==> src/dcsi_consts.svh <==
`ifndef DCSI_CONSTS_SVH
`define DCSI_CONSTS_SVH

`define DCSI_CLK_MHZ 100
`define DCSI_BAUD 115200
`define DCSI_BIT_CYCLES ((`DCSI_CLK_MHZ * 1000000) / `DCSI_BAUD)
`define DCSI_MAX_SUBSCRIBERS 16
`define DCSI_ADDR_MSB 7
`define DCSI_ADDR_LSB 4
`define DCSI_CMD_MSB 3
`define DCSI_CMD_LSB 0
`define DCSI_CMD_STATUS 4'h1
`define DCSI_CMD_TEACH 4'h2
`define DCSI_CMD_SERIAL 4'h3
`define DCSI_CMD_NAME 4'h4
`define DCSI_SERIAL_DEFAULT 8'h5a

`endif

==> src/dcsi_pkg.sv <==
package dcsi_pkg;
  typedef enum logic [1:0]
  {
    DCSI_NORMAL = 2'b00,
    DCSI_UNEQUAL = 2'b01,
    DCSI_LOCK = 2'b10
  } dcsi_plaus_t;

  typedef enum logic [1:0]
  {
    DCSI_RX_IDLE = 2'b00,
    DCSI_RX_START = 2'b01,
    DCSI_RX_DATA = 2'b10,
    DCSI_RX_STOP = 2'b11
  } dcsi_rx_t;
endpackage

==> src/dcsi_diag_if.sv <==
`timescale 1ns/1ns
`default_nettype none
interface dcsi_diag_if;
  logic reqValid;
  logic [7:0] reqByte;
  logic rspValid;
  logic [7:0] rspByte;
  logic txBusy;
  logic txLine;

  modport core
  (
    input reqValid,
    input reqByte,
    input txBusy,
    input txLine,
    output rspValid,
    output rspByte
  );

  modport link
  (
    output reqValid,
    output reqByte,
    output txBusy,
    output txLine,
    input rspValid,
    input rspByte
  );
endinterface
`default_nettype wire

==> src/dcsi_diag_link.sv <==
`include "dcsi_consts.svh"
`timescale 1ns/1ns
`default_nettype none
module dcsi_diag_link #(
  parameter int BIT_CYCLES = `DCSI_BIT_CYCLES
)
(
  input wire logic mclk,
  input wire logic resetn,
  input wire logic diagIn,
  dcsi_diag_if.link dl
);
  localparam int CW = $clog2(BIT_CYCLES);
  localparam logic [CW-1:0] BIT_LAST = CW'(BIT_CYCLES - 1);
  localparam logic [CW-1:0] HALF_BIT = CW'(BIT_CYCLES / 2);

  if (BIT_CYCLES < 4)
  begin : g_bad_rate
    $error("dcsi_diag_link: BIT_CYCLES must be at least 4");
  end

  dcsi_pkg::dcsi_rx_t rxState, next_rxState;
  logic [CW-1:0] rxCnt, next_rxCnt;
  logic [2:0] rxBit, next_rxBit;
  logic [7:0] rxShift, next_rxShift;
  logic reqValid, next_reqValid;
  logic [7:0] reqByte, next_reqByte;
  logic [CW-1:0] txCnt, next_txCnt;
  logic [3:0] txLeft, next_txLeft;
  logic [9:0] txShift, next_txShift;
  logic txLine, next_txLine;

  always_comb
  begin
    next_rxState = rxState;
    next_rxCnt = rxCnt;
    next_rxBit = rxBit;
    next_rxShift = rxShift;
    next_reqValid = 1'b0;
    next_reqByte = reqByte;
    case (rxState)
      dcsi_pkg::DCSI_RX_IDLE:
        if (!diagIn)
        begin
          next_rxState = dcsi_pkg::DCSI_RX_START;
          next_rxCnt = HALF_BIT;
        end
      dcsi_pkg::DCSI_RX_START:
        if (rxCnt != '0)
          next_rxCnt = rxCnt - 1'b1;
        else if (!diagIn)
        begin
          next_rxState = dcsi_pkg::DCSI_RX_DATA;
          next_rxCnt = BIT_LAST;
          next_rxBit = 3'h0;
        end
        else
          next_rxState = dcsi_pkg::DCSI_RX_IDLE;
      dcsi_pkg::DCSI_RX_DATA:
        if (rxCnt != '0)
          next_rxCnt = rxCnt - 1'b1;
        else
        begin
          next_rxShift = {diagIn, rxShift[7:1]};
          next_rxCnt = BIT_LAST;
          next_rxBit = rxBit + 3'h1;
          if (rxBit == 3'h7)
            next_rxState = dcsi_pkg::DCSI_RX_STOP;
        end
      dcsi_pkg::DCSI_RX_STOP:
        if (rxCnt != '0)
          next_rxCnt = rxCnt - 1'b1;
        else
        begin
          // Bad stop bit drops the frame silently
          next_rxState = dcsi_pkg::DCSI_RX_IDLE;
          next_reqValid = diagIn;
          if (diagIn)
            next_reqByte = rxShift;
        end
      default:
        next_rxState = dcsi_pkg::DCSI_RX_IDLE;
    endcase
  end

  always_comb
  begin
    next_txCnt = txCnt;
    next_txLeft = txLeft;
    next_txShift = txShift;
    next_txLine = txLine;
    if (txLeft == 4'h0)
    begin
      if (dl.rspValid)
      begin
        next_txShift = {1'b1, dl.rspByte, 1'b0};
        next_txLine = 1'b0;
        next_txLeft = 4'ha;
        next_txCnt = BIT_LAST;
      end
    end
    else if (txCnt != '0)
      next_txCnt = txCnt - 1'b1;
    else
    begin
      next_txLeft = txLeft - 4'h1;
      next_txCnt = BIT_LAST;
      next_txShift = {1'b1, txShift[9:1]};
      next_txLine = (txLeft > 4'h1) ? txShift[1] : 1'b1;
    end
  end

  always_ff @(posedge mclk)
  begin
    if (!resetn)
    begin
      rxState <= dcsi_pkg::DCSI_RX_IDLE;
      rxCnt <= '0;
      rxBit <= 3'h0;
      rxShift <= 8'h00;
      reqValid <= 1'b0;
      reqByte <= 8'h00;
      txCnt <= '0;
      txLeft <= 4'h0;
      txShift <= 10'h3ff;
      txLine <= 1'b1;
    end
    else
    begin
      rxState <= next_rxState;
      rxCnt <= next_rxCnt;
      rxBit <= next_rxBit;
      rxShift <= next_rxShift;
      reqValid <= next_reqValid;
      reqByte <= next_reqByte;
      txCnt <= next_txCnt;
      txLeft <= next_txLeft;
      txShift <= next_txShift;
      txLine <= next_txLine;
    end
  end

  assign dl.reqValid = reqValid;
  assign dl.reqByte = reqByte;
  assign dl.txBusy = (txLeft != 4'h0);
  assign dl.txLine = txLine;
endmodule
`default_nettype wire

==> src/dcsi_top.sv <==
`include "dcsi_consts.svh"
`timescale 1ns/1ns
`default_nettype none
module dcsi_top #(
  parameter int BIT_CYCLES = `DCSI_BIT_CYCLES,
  parameter logic [7:0] SERIAL_NUMBER = `DCSI_SERIAL_DEFAULT // Arbitrary value
)
(
  input wire logic mclk,
  input wire logic resetn,
  input wire logic actuatorDetected,
  input wire logic unitReady,
  input wire logic safetyInCh1,
  input wire logic safetyInCh2,
  input wire logic diagIn,
  input wire logic [3:0] chainAddr,
  input wire logic [7:0] teachRemaining,
  input wire logic [7:0] actuatorName,
  output logic safetyOutCh1,
  output logic safetyOutCh2,
  output logic statusDiagOut,
  output logic inputFlash,
  output logic plausError,
  output logic linkActive
);
  if ($clog2(`DCSI_MAX_SUBSCRIBERS) != 4)
  begin : g_bad_chain
    $error("dcsi_top: chain address must be 4 bits wide");
  end

  dcsi_diag_if dl();

  dcsi_diag_link #(.BIT_CYCLES(BIT_CYCLES)) u_link
  (
    .mclk(mclk),
    .resetn(resetn),
    .diagIn(diagIn),
    .dl(dl.link)
  );

  dcsi_pkg::dcsi_plaus_t plaus, next_plaus;
  logic act, rdy, s1, s2, p1, p2;
  logic lowCh2, next_lowCh2;
  logic next_out1, next_out2, next_status, next_link, next_flash, next_error;
  logic rspValid, next_rspValid;
  logic [7:0] rspByte, next_rspByte;
  logic hit;

  // Plausibility tracking on sampled inputs
  always_comb
  begin
    next_plaus = plaus;
    next_lowCh2 = lowCh2;
    case (plaus)
      dcsi_pkg::DCSI_NORMAL:
        if (p1 && p2 && (s1 != s2))
        begin
          next_plaus = dcsi_pkg::DCSI_UNEQUAL;
          next_lowCh2 = !s2;
        end
      dcsi_pkg::DCSI_UNEQUAL:
        if (!s1 && !s2)
          next_plaus = dcsi_pkg::DCSI_NORMAL;
        else if ((s1 && s2) || (lowCh2 != !s2))
          next_plaus = dcsi_pkg::DCSI_LOCK;
      dcsi_pkg::DCSI_LOCK:
        if (!s1 && !s2)
          next_plaus = dcsi_pkg::DCSI_NORMAL;
      default:
        next_plaus = dcsi_pkg::DCSI_NORMAL;
    endcase
  end

  // Gate on the next state so entering lock never leaks a high cycle
  always_comb
  begin
    next_out1 = act && rdy && (next_plaus != dcsi_pkg::DCSI_LOCK) && s1;
    next_out2 = act && rdy && (next_plaus != dcsi_pkg::DCSI_LOCK) && s2;
    next_link = linkActive || dl.reqValid;
    next_status = linkActive ? dl.txLine : act;
    next_flash = (next_plaus != dcsi_pkg::DCSI_NORMAL);
    next_error = (next_plaus == dcsi_pkg::DCSI_LOCK);
  end

  // Requests carry chain address high nibble, command low nibble
  assign hit = dl.reqValid && !dl.txBusy && !rspValid &&
               (dl.reqByte[`DCSI_ADDR_MSB:`DCSI_ADDR_LSB] == chainAddr);

  always_comb
  begin
    next_rspValid = 1'b0;
    next_rspByte = rspByte;
    if (hit)
    begin
      next_rspValid = 1'b1;
      case (dl.reqByte[`DCSI_CMD_MSB:`DCSI_CMD_LSB])
        `DCSI_CMD_STATUS:
          next_rspByte = {plausError, inputFlash, safetyOutCh2, safetyOutCh1, s2, s1, act, rdy};
        `DCSI_CMD_TEACH:
          next_rspByte = teachRemaining;
        `DCSI_CMD_SERIAL:
          next_rspByte = SERIAL_NUMBER;
        `DCSI_CMD_NAME:
          next_rspByte = actuatorName;
        default:
          next_rspValid = 1'b0;
      endcase
    end
  end

  always_ff @(posedge mclk)
  begin
    if (!resetn)
    begin
      plaus <= dcsi_pkg::DCSI_NORMAL;
      lowCh2 <= 1'b0;
      act <= 1'b0;
      rdy <= 1'b0;
      s1 <= 1'b0;
      s2 <= 1'b0;
      p1 <= 1'b0;
      p2 <= 1'b0;
      safetyOutCh1 <= 1'b0;
      safetyOutCh2 <= 1'b0;
      statusDiagOut <= 1'b0;
      inputFlash <= 1'b0;
      plausError <= 1'b0;
      linkActive <= 1'b0;
      rspValid <= 1'b0;
      rspByte <= 8'h00;
    end
    else
    begin
      plaus <= next_plaus;
      lowCh2 <= next_lowCh2;
      act <= actuatorDetected;
      rdy <= unitReady;
      s1 <= safetyInCh1;
      s2 <= safetyInCh2;
      p1 <= s1;
      p2 <= s2;
      safetyOutCh1 <= next_out1;
      safetyOutCh2 <= next_out2;
      statusDiagOut <= next_status;
      inputFlash <= next_flash;
      plausError <= next_error;
      linkActive <= next_link;
      rspValid <= next_rspValid;
      rspByte <= next_rspByte;
    end
  end

  assign dl.rspValid = rspValid;
  assign dl.rspByte = rspByte;
endmodule
`default_nettype wire

==> config.mk <==
export PLATFORM = sky130hd
export DESIGN_NAME = dcsi_top
export DESIGN_NICKNAME = d
export VERILOG_FILES = /design/src/dcsi_pkg.sv /design/src/dcsi_diag_if.sv /design/src/dcsi_diag_link.sv /design/src/dcsi_top.sv
export VERILOG_INCLUDE_DIRS = /design/src
export SDC_FILE = /design/constraint.sdc
export NUM_CORES = 1
export LEC_CHECK = 0
export CAP_MARGIN = 20
export CORE_MARGIN = 2
export CORE_UTILIZATION = 50
export CTS_BUF_LIST = sky130_fd_sc_hd__clkbuf_8
export CTS_CLUSTER_DIAMETER = 80
export DETAILED_ROUTE_END_ITERATION = 10
export DONT_BUFFER_PORTS = 1
export GPL_TIMING_DRIVEN = 0
export PLACE_DENSITY_LB_ADDON = 0.2
export SLEW_MARGIN = 20
export SYNTH_ARGS = -nofsm -noshare
export SYNTH_HDL_FRONTEND = slang
export SYNTH_SLANG_ARGS = --single-unit
export TNS_END_PERCENT = 100
==> constraint.sdc <==
create_clock -name mclk -period 4.66 [get_ports mclk]
set_input_delay 0.699 -clock mclk [delete_from_list [all_inputs] [get_ports mclk]]
set_output_delay 0.699 -clock mclk [all_outputs]
set_load 0.1 [all_outputs]
==> flow_summary.ini <==
[outcome]
status = finished, final reports clean

[global_routing]
antenna_found_initial = 0
grt_usage = 0.228
grt_util_met3 = 0.0443
met1_usage = 0.311
grt_use_met2 = 0.348
grt.busiest_layer = met2
first_global_vias = 3266
grt_start_max_net_pins = 14
grt_overflow = 0
grt_first_pass_wirelength_mm = 15.7

[setup_path]
cp_data_required_time_ps = 4950
critPathSlowestCell = nor4b_2
r2r_start = u_link.txLeft[0]$_SDFFE_PN0P_
crit_fanout = 8
crit_arrival_ps = 2560
path_class = reg -> reg
crit_chain = inv_1 > ha_1 > nor4b_2 > and4_1 > clkbuf_1 > o211ai_1 > a21oi_1
cp-start-kind = flip-flop
crit_family = simple AND/OR/NAND/NOR gates
critPathBufInv = 2
crit_path_end_kind = flip-flop
slowest_delay_ps = 620
setup.worst_path.start = u_link.txLeft[0]$_SDFFE_PN0P_

[drt]
dr.pass1.iters = 4
drt-total-wl_mm = 9.24
ant_nets = 0
drc_errors = 0
vias = 3442
drt_iter0_drc = 224
vias_per_cell = 6.11
wl_per_cell_um = 16.4

[cells_and_area]
nets = 498
drive_gt1_frac = 0.0781
n_antenna_cell = 0
seqCellArea_um2 = 1580
fillers = 711
multi_input_area_um2 = 2200
area_growth_pct = 7.85

[die]
die-area_um2 = 8690
core_area_um2 = 7730
fp.dieW_um = 93.2
chipHeight_um = 93.2
start_util = 0.515
rows = 32
ios = 33

[timing]
rsz0062_at_grt = no
worst_slew_pin_slew_ps = 1030
setup_viol = 0
finalCritPeriodShare = 0.487
fin_skew_ps = 10.5
fin_setup_tns_ps = 0
min_period_ps = 2270
finalMaxSlewViolations = 0
max_freq_mhz = 440
hold_viol = 0
relSlewSlack = 0.314

[synthesis]
yosysUniqueCellTypes = 64
synth_most_common_cell = dfxtp_1
syn_area_um2 = 3980
yosysSeqAreaShare = 0.397
netlist.area_leader.share = 0.397
synth_area_per_cell_um2 = 8.93
ys_async_sr_fraction = 0
syn-num-nets = 487
synth_ff_type = dfxtp_1
synthTopCellsByCount = dfxtp_1 (79), nor2_1 (42), nand2_1 (28)
synth-seq-cells = 79
synth_edf_count = 0
synth_top_area_cell = dfxtp_1
ys_warn_count = 0
synthCells = 446
synth_area_leaders = dfxtp_1 (40%), mux2i_1 (4.8%), ha_1 (4.4%)

[pwr]
combPwrFrac = 0.419
power_density_nw_per_um2 = 547
total_leakage_power_nw = 1.67
sequentialPowerShare = 0.369
switching_share = 0.411
clkPwrFrac = 0.212
p_int_mw = 1.38
peakVddDrop_mv = 0.195
power_switching_mw = 0.966
p_total_mw = 2.35

[placed_design]
dp_hpwl_mm = 6.59
port_buffers = 0
gp_congestion = 0.911

[cts]
ctsResizeCount = 0
ctsHoldBuffers = 0
htree_levels = 3
cts_tree = yes
clkSlewWorstSetupHoldPaths_ps = 80
cts_buffers = 9
clkLatencyLatePin_ps = 360
clock-sinks = 79
cts_setup_buffers = 0
clk_path_buf_depth = 2
cts-root-buf = clkbuf_8

[hold_path]
min_path_type = in -> reg
min_from = actuatorDetected

[flow_run]
maxCapViolations = 0
-- per-layer routing --
layer,part of all wire,vias up
li1,-,1693
met5,0,-
met2,0.44,100
met4,0.027,0
met1,0.48,1629
met3,0.057,20
-- kinds of logic (layout without fill, tap and decap cells) --
logic type | after synthesis | count (layout) | share of synthesized area
AO/OA/AOI/OAI | 113 | 113 | 0.205
buffers and inverters | 45 | 60 | 0.0496
XOR/XNOR | 7 | 7 | 0.0154
AND/OR/NAND/NOR | 169 | 169 | 0.241
adder cells (fa/ha/maj) | 14 | 14 | 0.0440
multiplexers | 19 | 19 | 0.0478
flip-flops | 79 | 79 | 0.397
-- flip-flops by register name, summed over array words and instances (netlist names), 3 cells and up, named ones only --
signal	cells
u_link.dl.reqByte	8
u_link.rxCnt	10
dl.rspByte	8
u_link.txLeft	4
u_link.txCnt	10
u_link.txShift	8
u_link.rxBit	3
u_link.rxShift	8
-- cell usage in the layout, fill, tap and decap left out, types with 4 or more instances in the layout --
| cell | instances |
|---|---|
| dfxtp_1 | 79 |
| nor2_1 | 42 |
| nand2_1 | 28 |
| a21oi_1 | 20 |
| mux2i_1 | 19 |
| clkbuf_1 | 17 |
| nor4_1 | 15 |
| ha_1 | 14 |
| inv_1 | 13 |
| o211ai_1 | 13 |
| nor3_1 | 12 |
| o21ai_0 | 10 |
| clkbuf_8 | 9 |
| nand3_1 | 8 |
| nand4_1 | 8 |
| o31ai_1 | 8 |
| nor3b_1 | 8 |
| and2_1 | 8 |
| a41oi_1 | 8 |
| a31oi_1 | 7 |
| o21a_1 | 6 |
| xnor2_1 | 5 |
| a22o_1 | 5 |
| buf_2 | 5 |
| and4_1 | 5 |
| buf_1 | 5 |
| o2bb2ai_1 | 5 |
| a211oi_1 | 5 |
| or3_1 | 4 |
| a21o_1 | 4 |
| a32o_1 | 4 |
-- worst register-to-register path: cells and delay by family, from the launching register on --
kind	cells	cell delay, ps
DFF	1	330
adders and majority gates	1	210
buffers and inverters	2	390
AOI/OAI and AO/OA	2	340
and+or+nand+nor	2	920
-- path summary, 6_finish.rpt --
| path | to | slack, ps | cells past startpoint |
|---|---|---|---|
| worst max-delay path | dl.rspByte[6]$_SDFFE_PN0P_ | 2390 | 7 |
| worst min-delay path | act$_SDFF_PN0_ | 460 | 1 |
| worst max register to register | dl.rspByte[6]$_SDFFE_PN0P_ | 2390 | 7 |
| worst min register to register | dl.rspByte[1]$_SDFFE_PN0P_ | 460 | 2 |
-- power groups by stage --
stage / sequential, mW / combinational (mW) / clock, mW
finish: 0.867 / 0.985 / 0.498
global route: 0.882 / 1.11 / 0.530
CTS: 0.865 / 0.978 / 0.505
detailed placement: 0.880 / 0.973 / 0
global placement: 0.877 / 0.954 / 0
floorplan: 0.857 / 0.765 / 0
-- area by class of cell --
type,count,area share
buffer,31,0.0338
clock buffer,9,0.0288
clock inverter,6,0.0143
inverter,14,0.0122
multi-input combinational,322,0.513
sequential,79,0.368
tap,102,0.0297
-- per-stage QoR --
| stage | instance area [um^2] | worst slack [ps] | hold slack (ps) | utilization | instances |
|---|---|---|---|---|---|
| 5_1_grt | 4300 | 2100 | 466 | 0.556 | 563 |
| 2_1_floorplan | 3980 | 2680 | 432 | - | 446 |
| 3_5_place_dp | 4110 | 2390 | 460 | 0.532 | 548 |
| 4_1_cts | 4300 | 2370 | 459 | 0.556 | 563 |
| 6_report | 4300 | 2390 | 465 | 0.556 | 563 |
| 3_3_place_gp | 4110 | 2440 | 454 | 0.532 | 548 |
(Power assumes the default switching activity.)
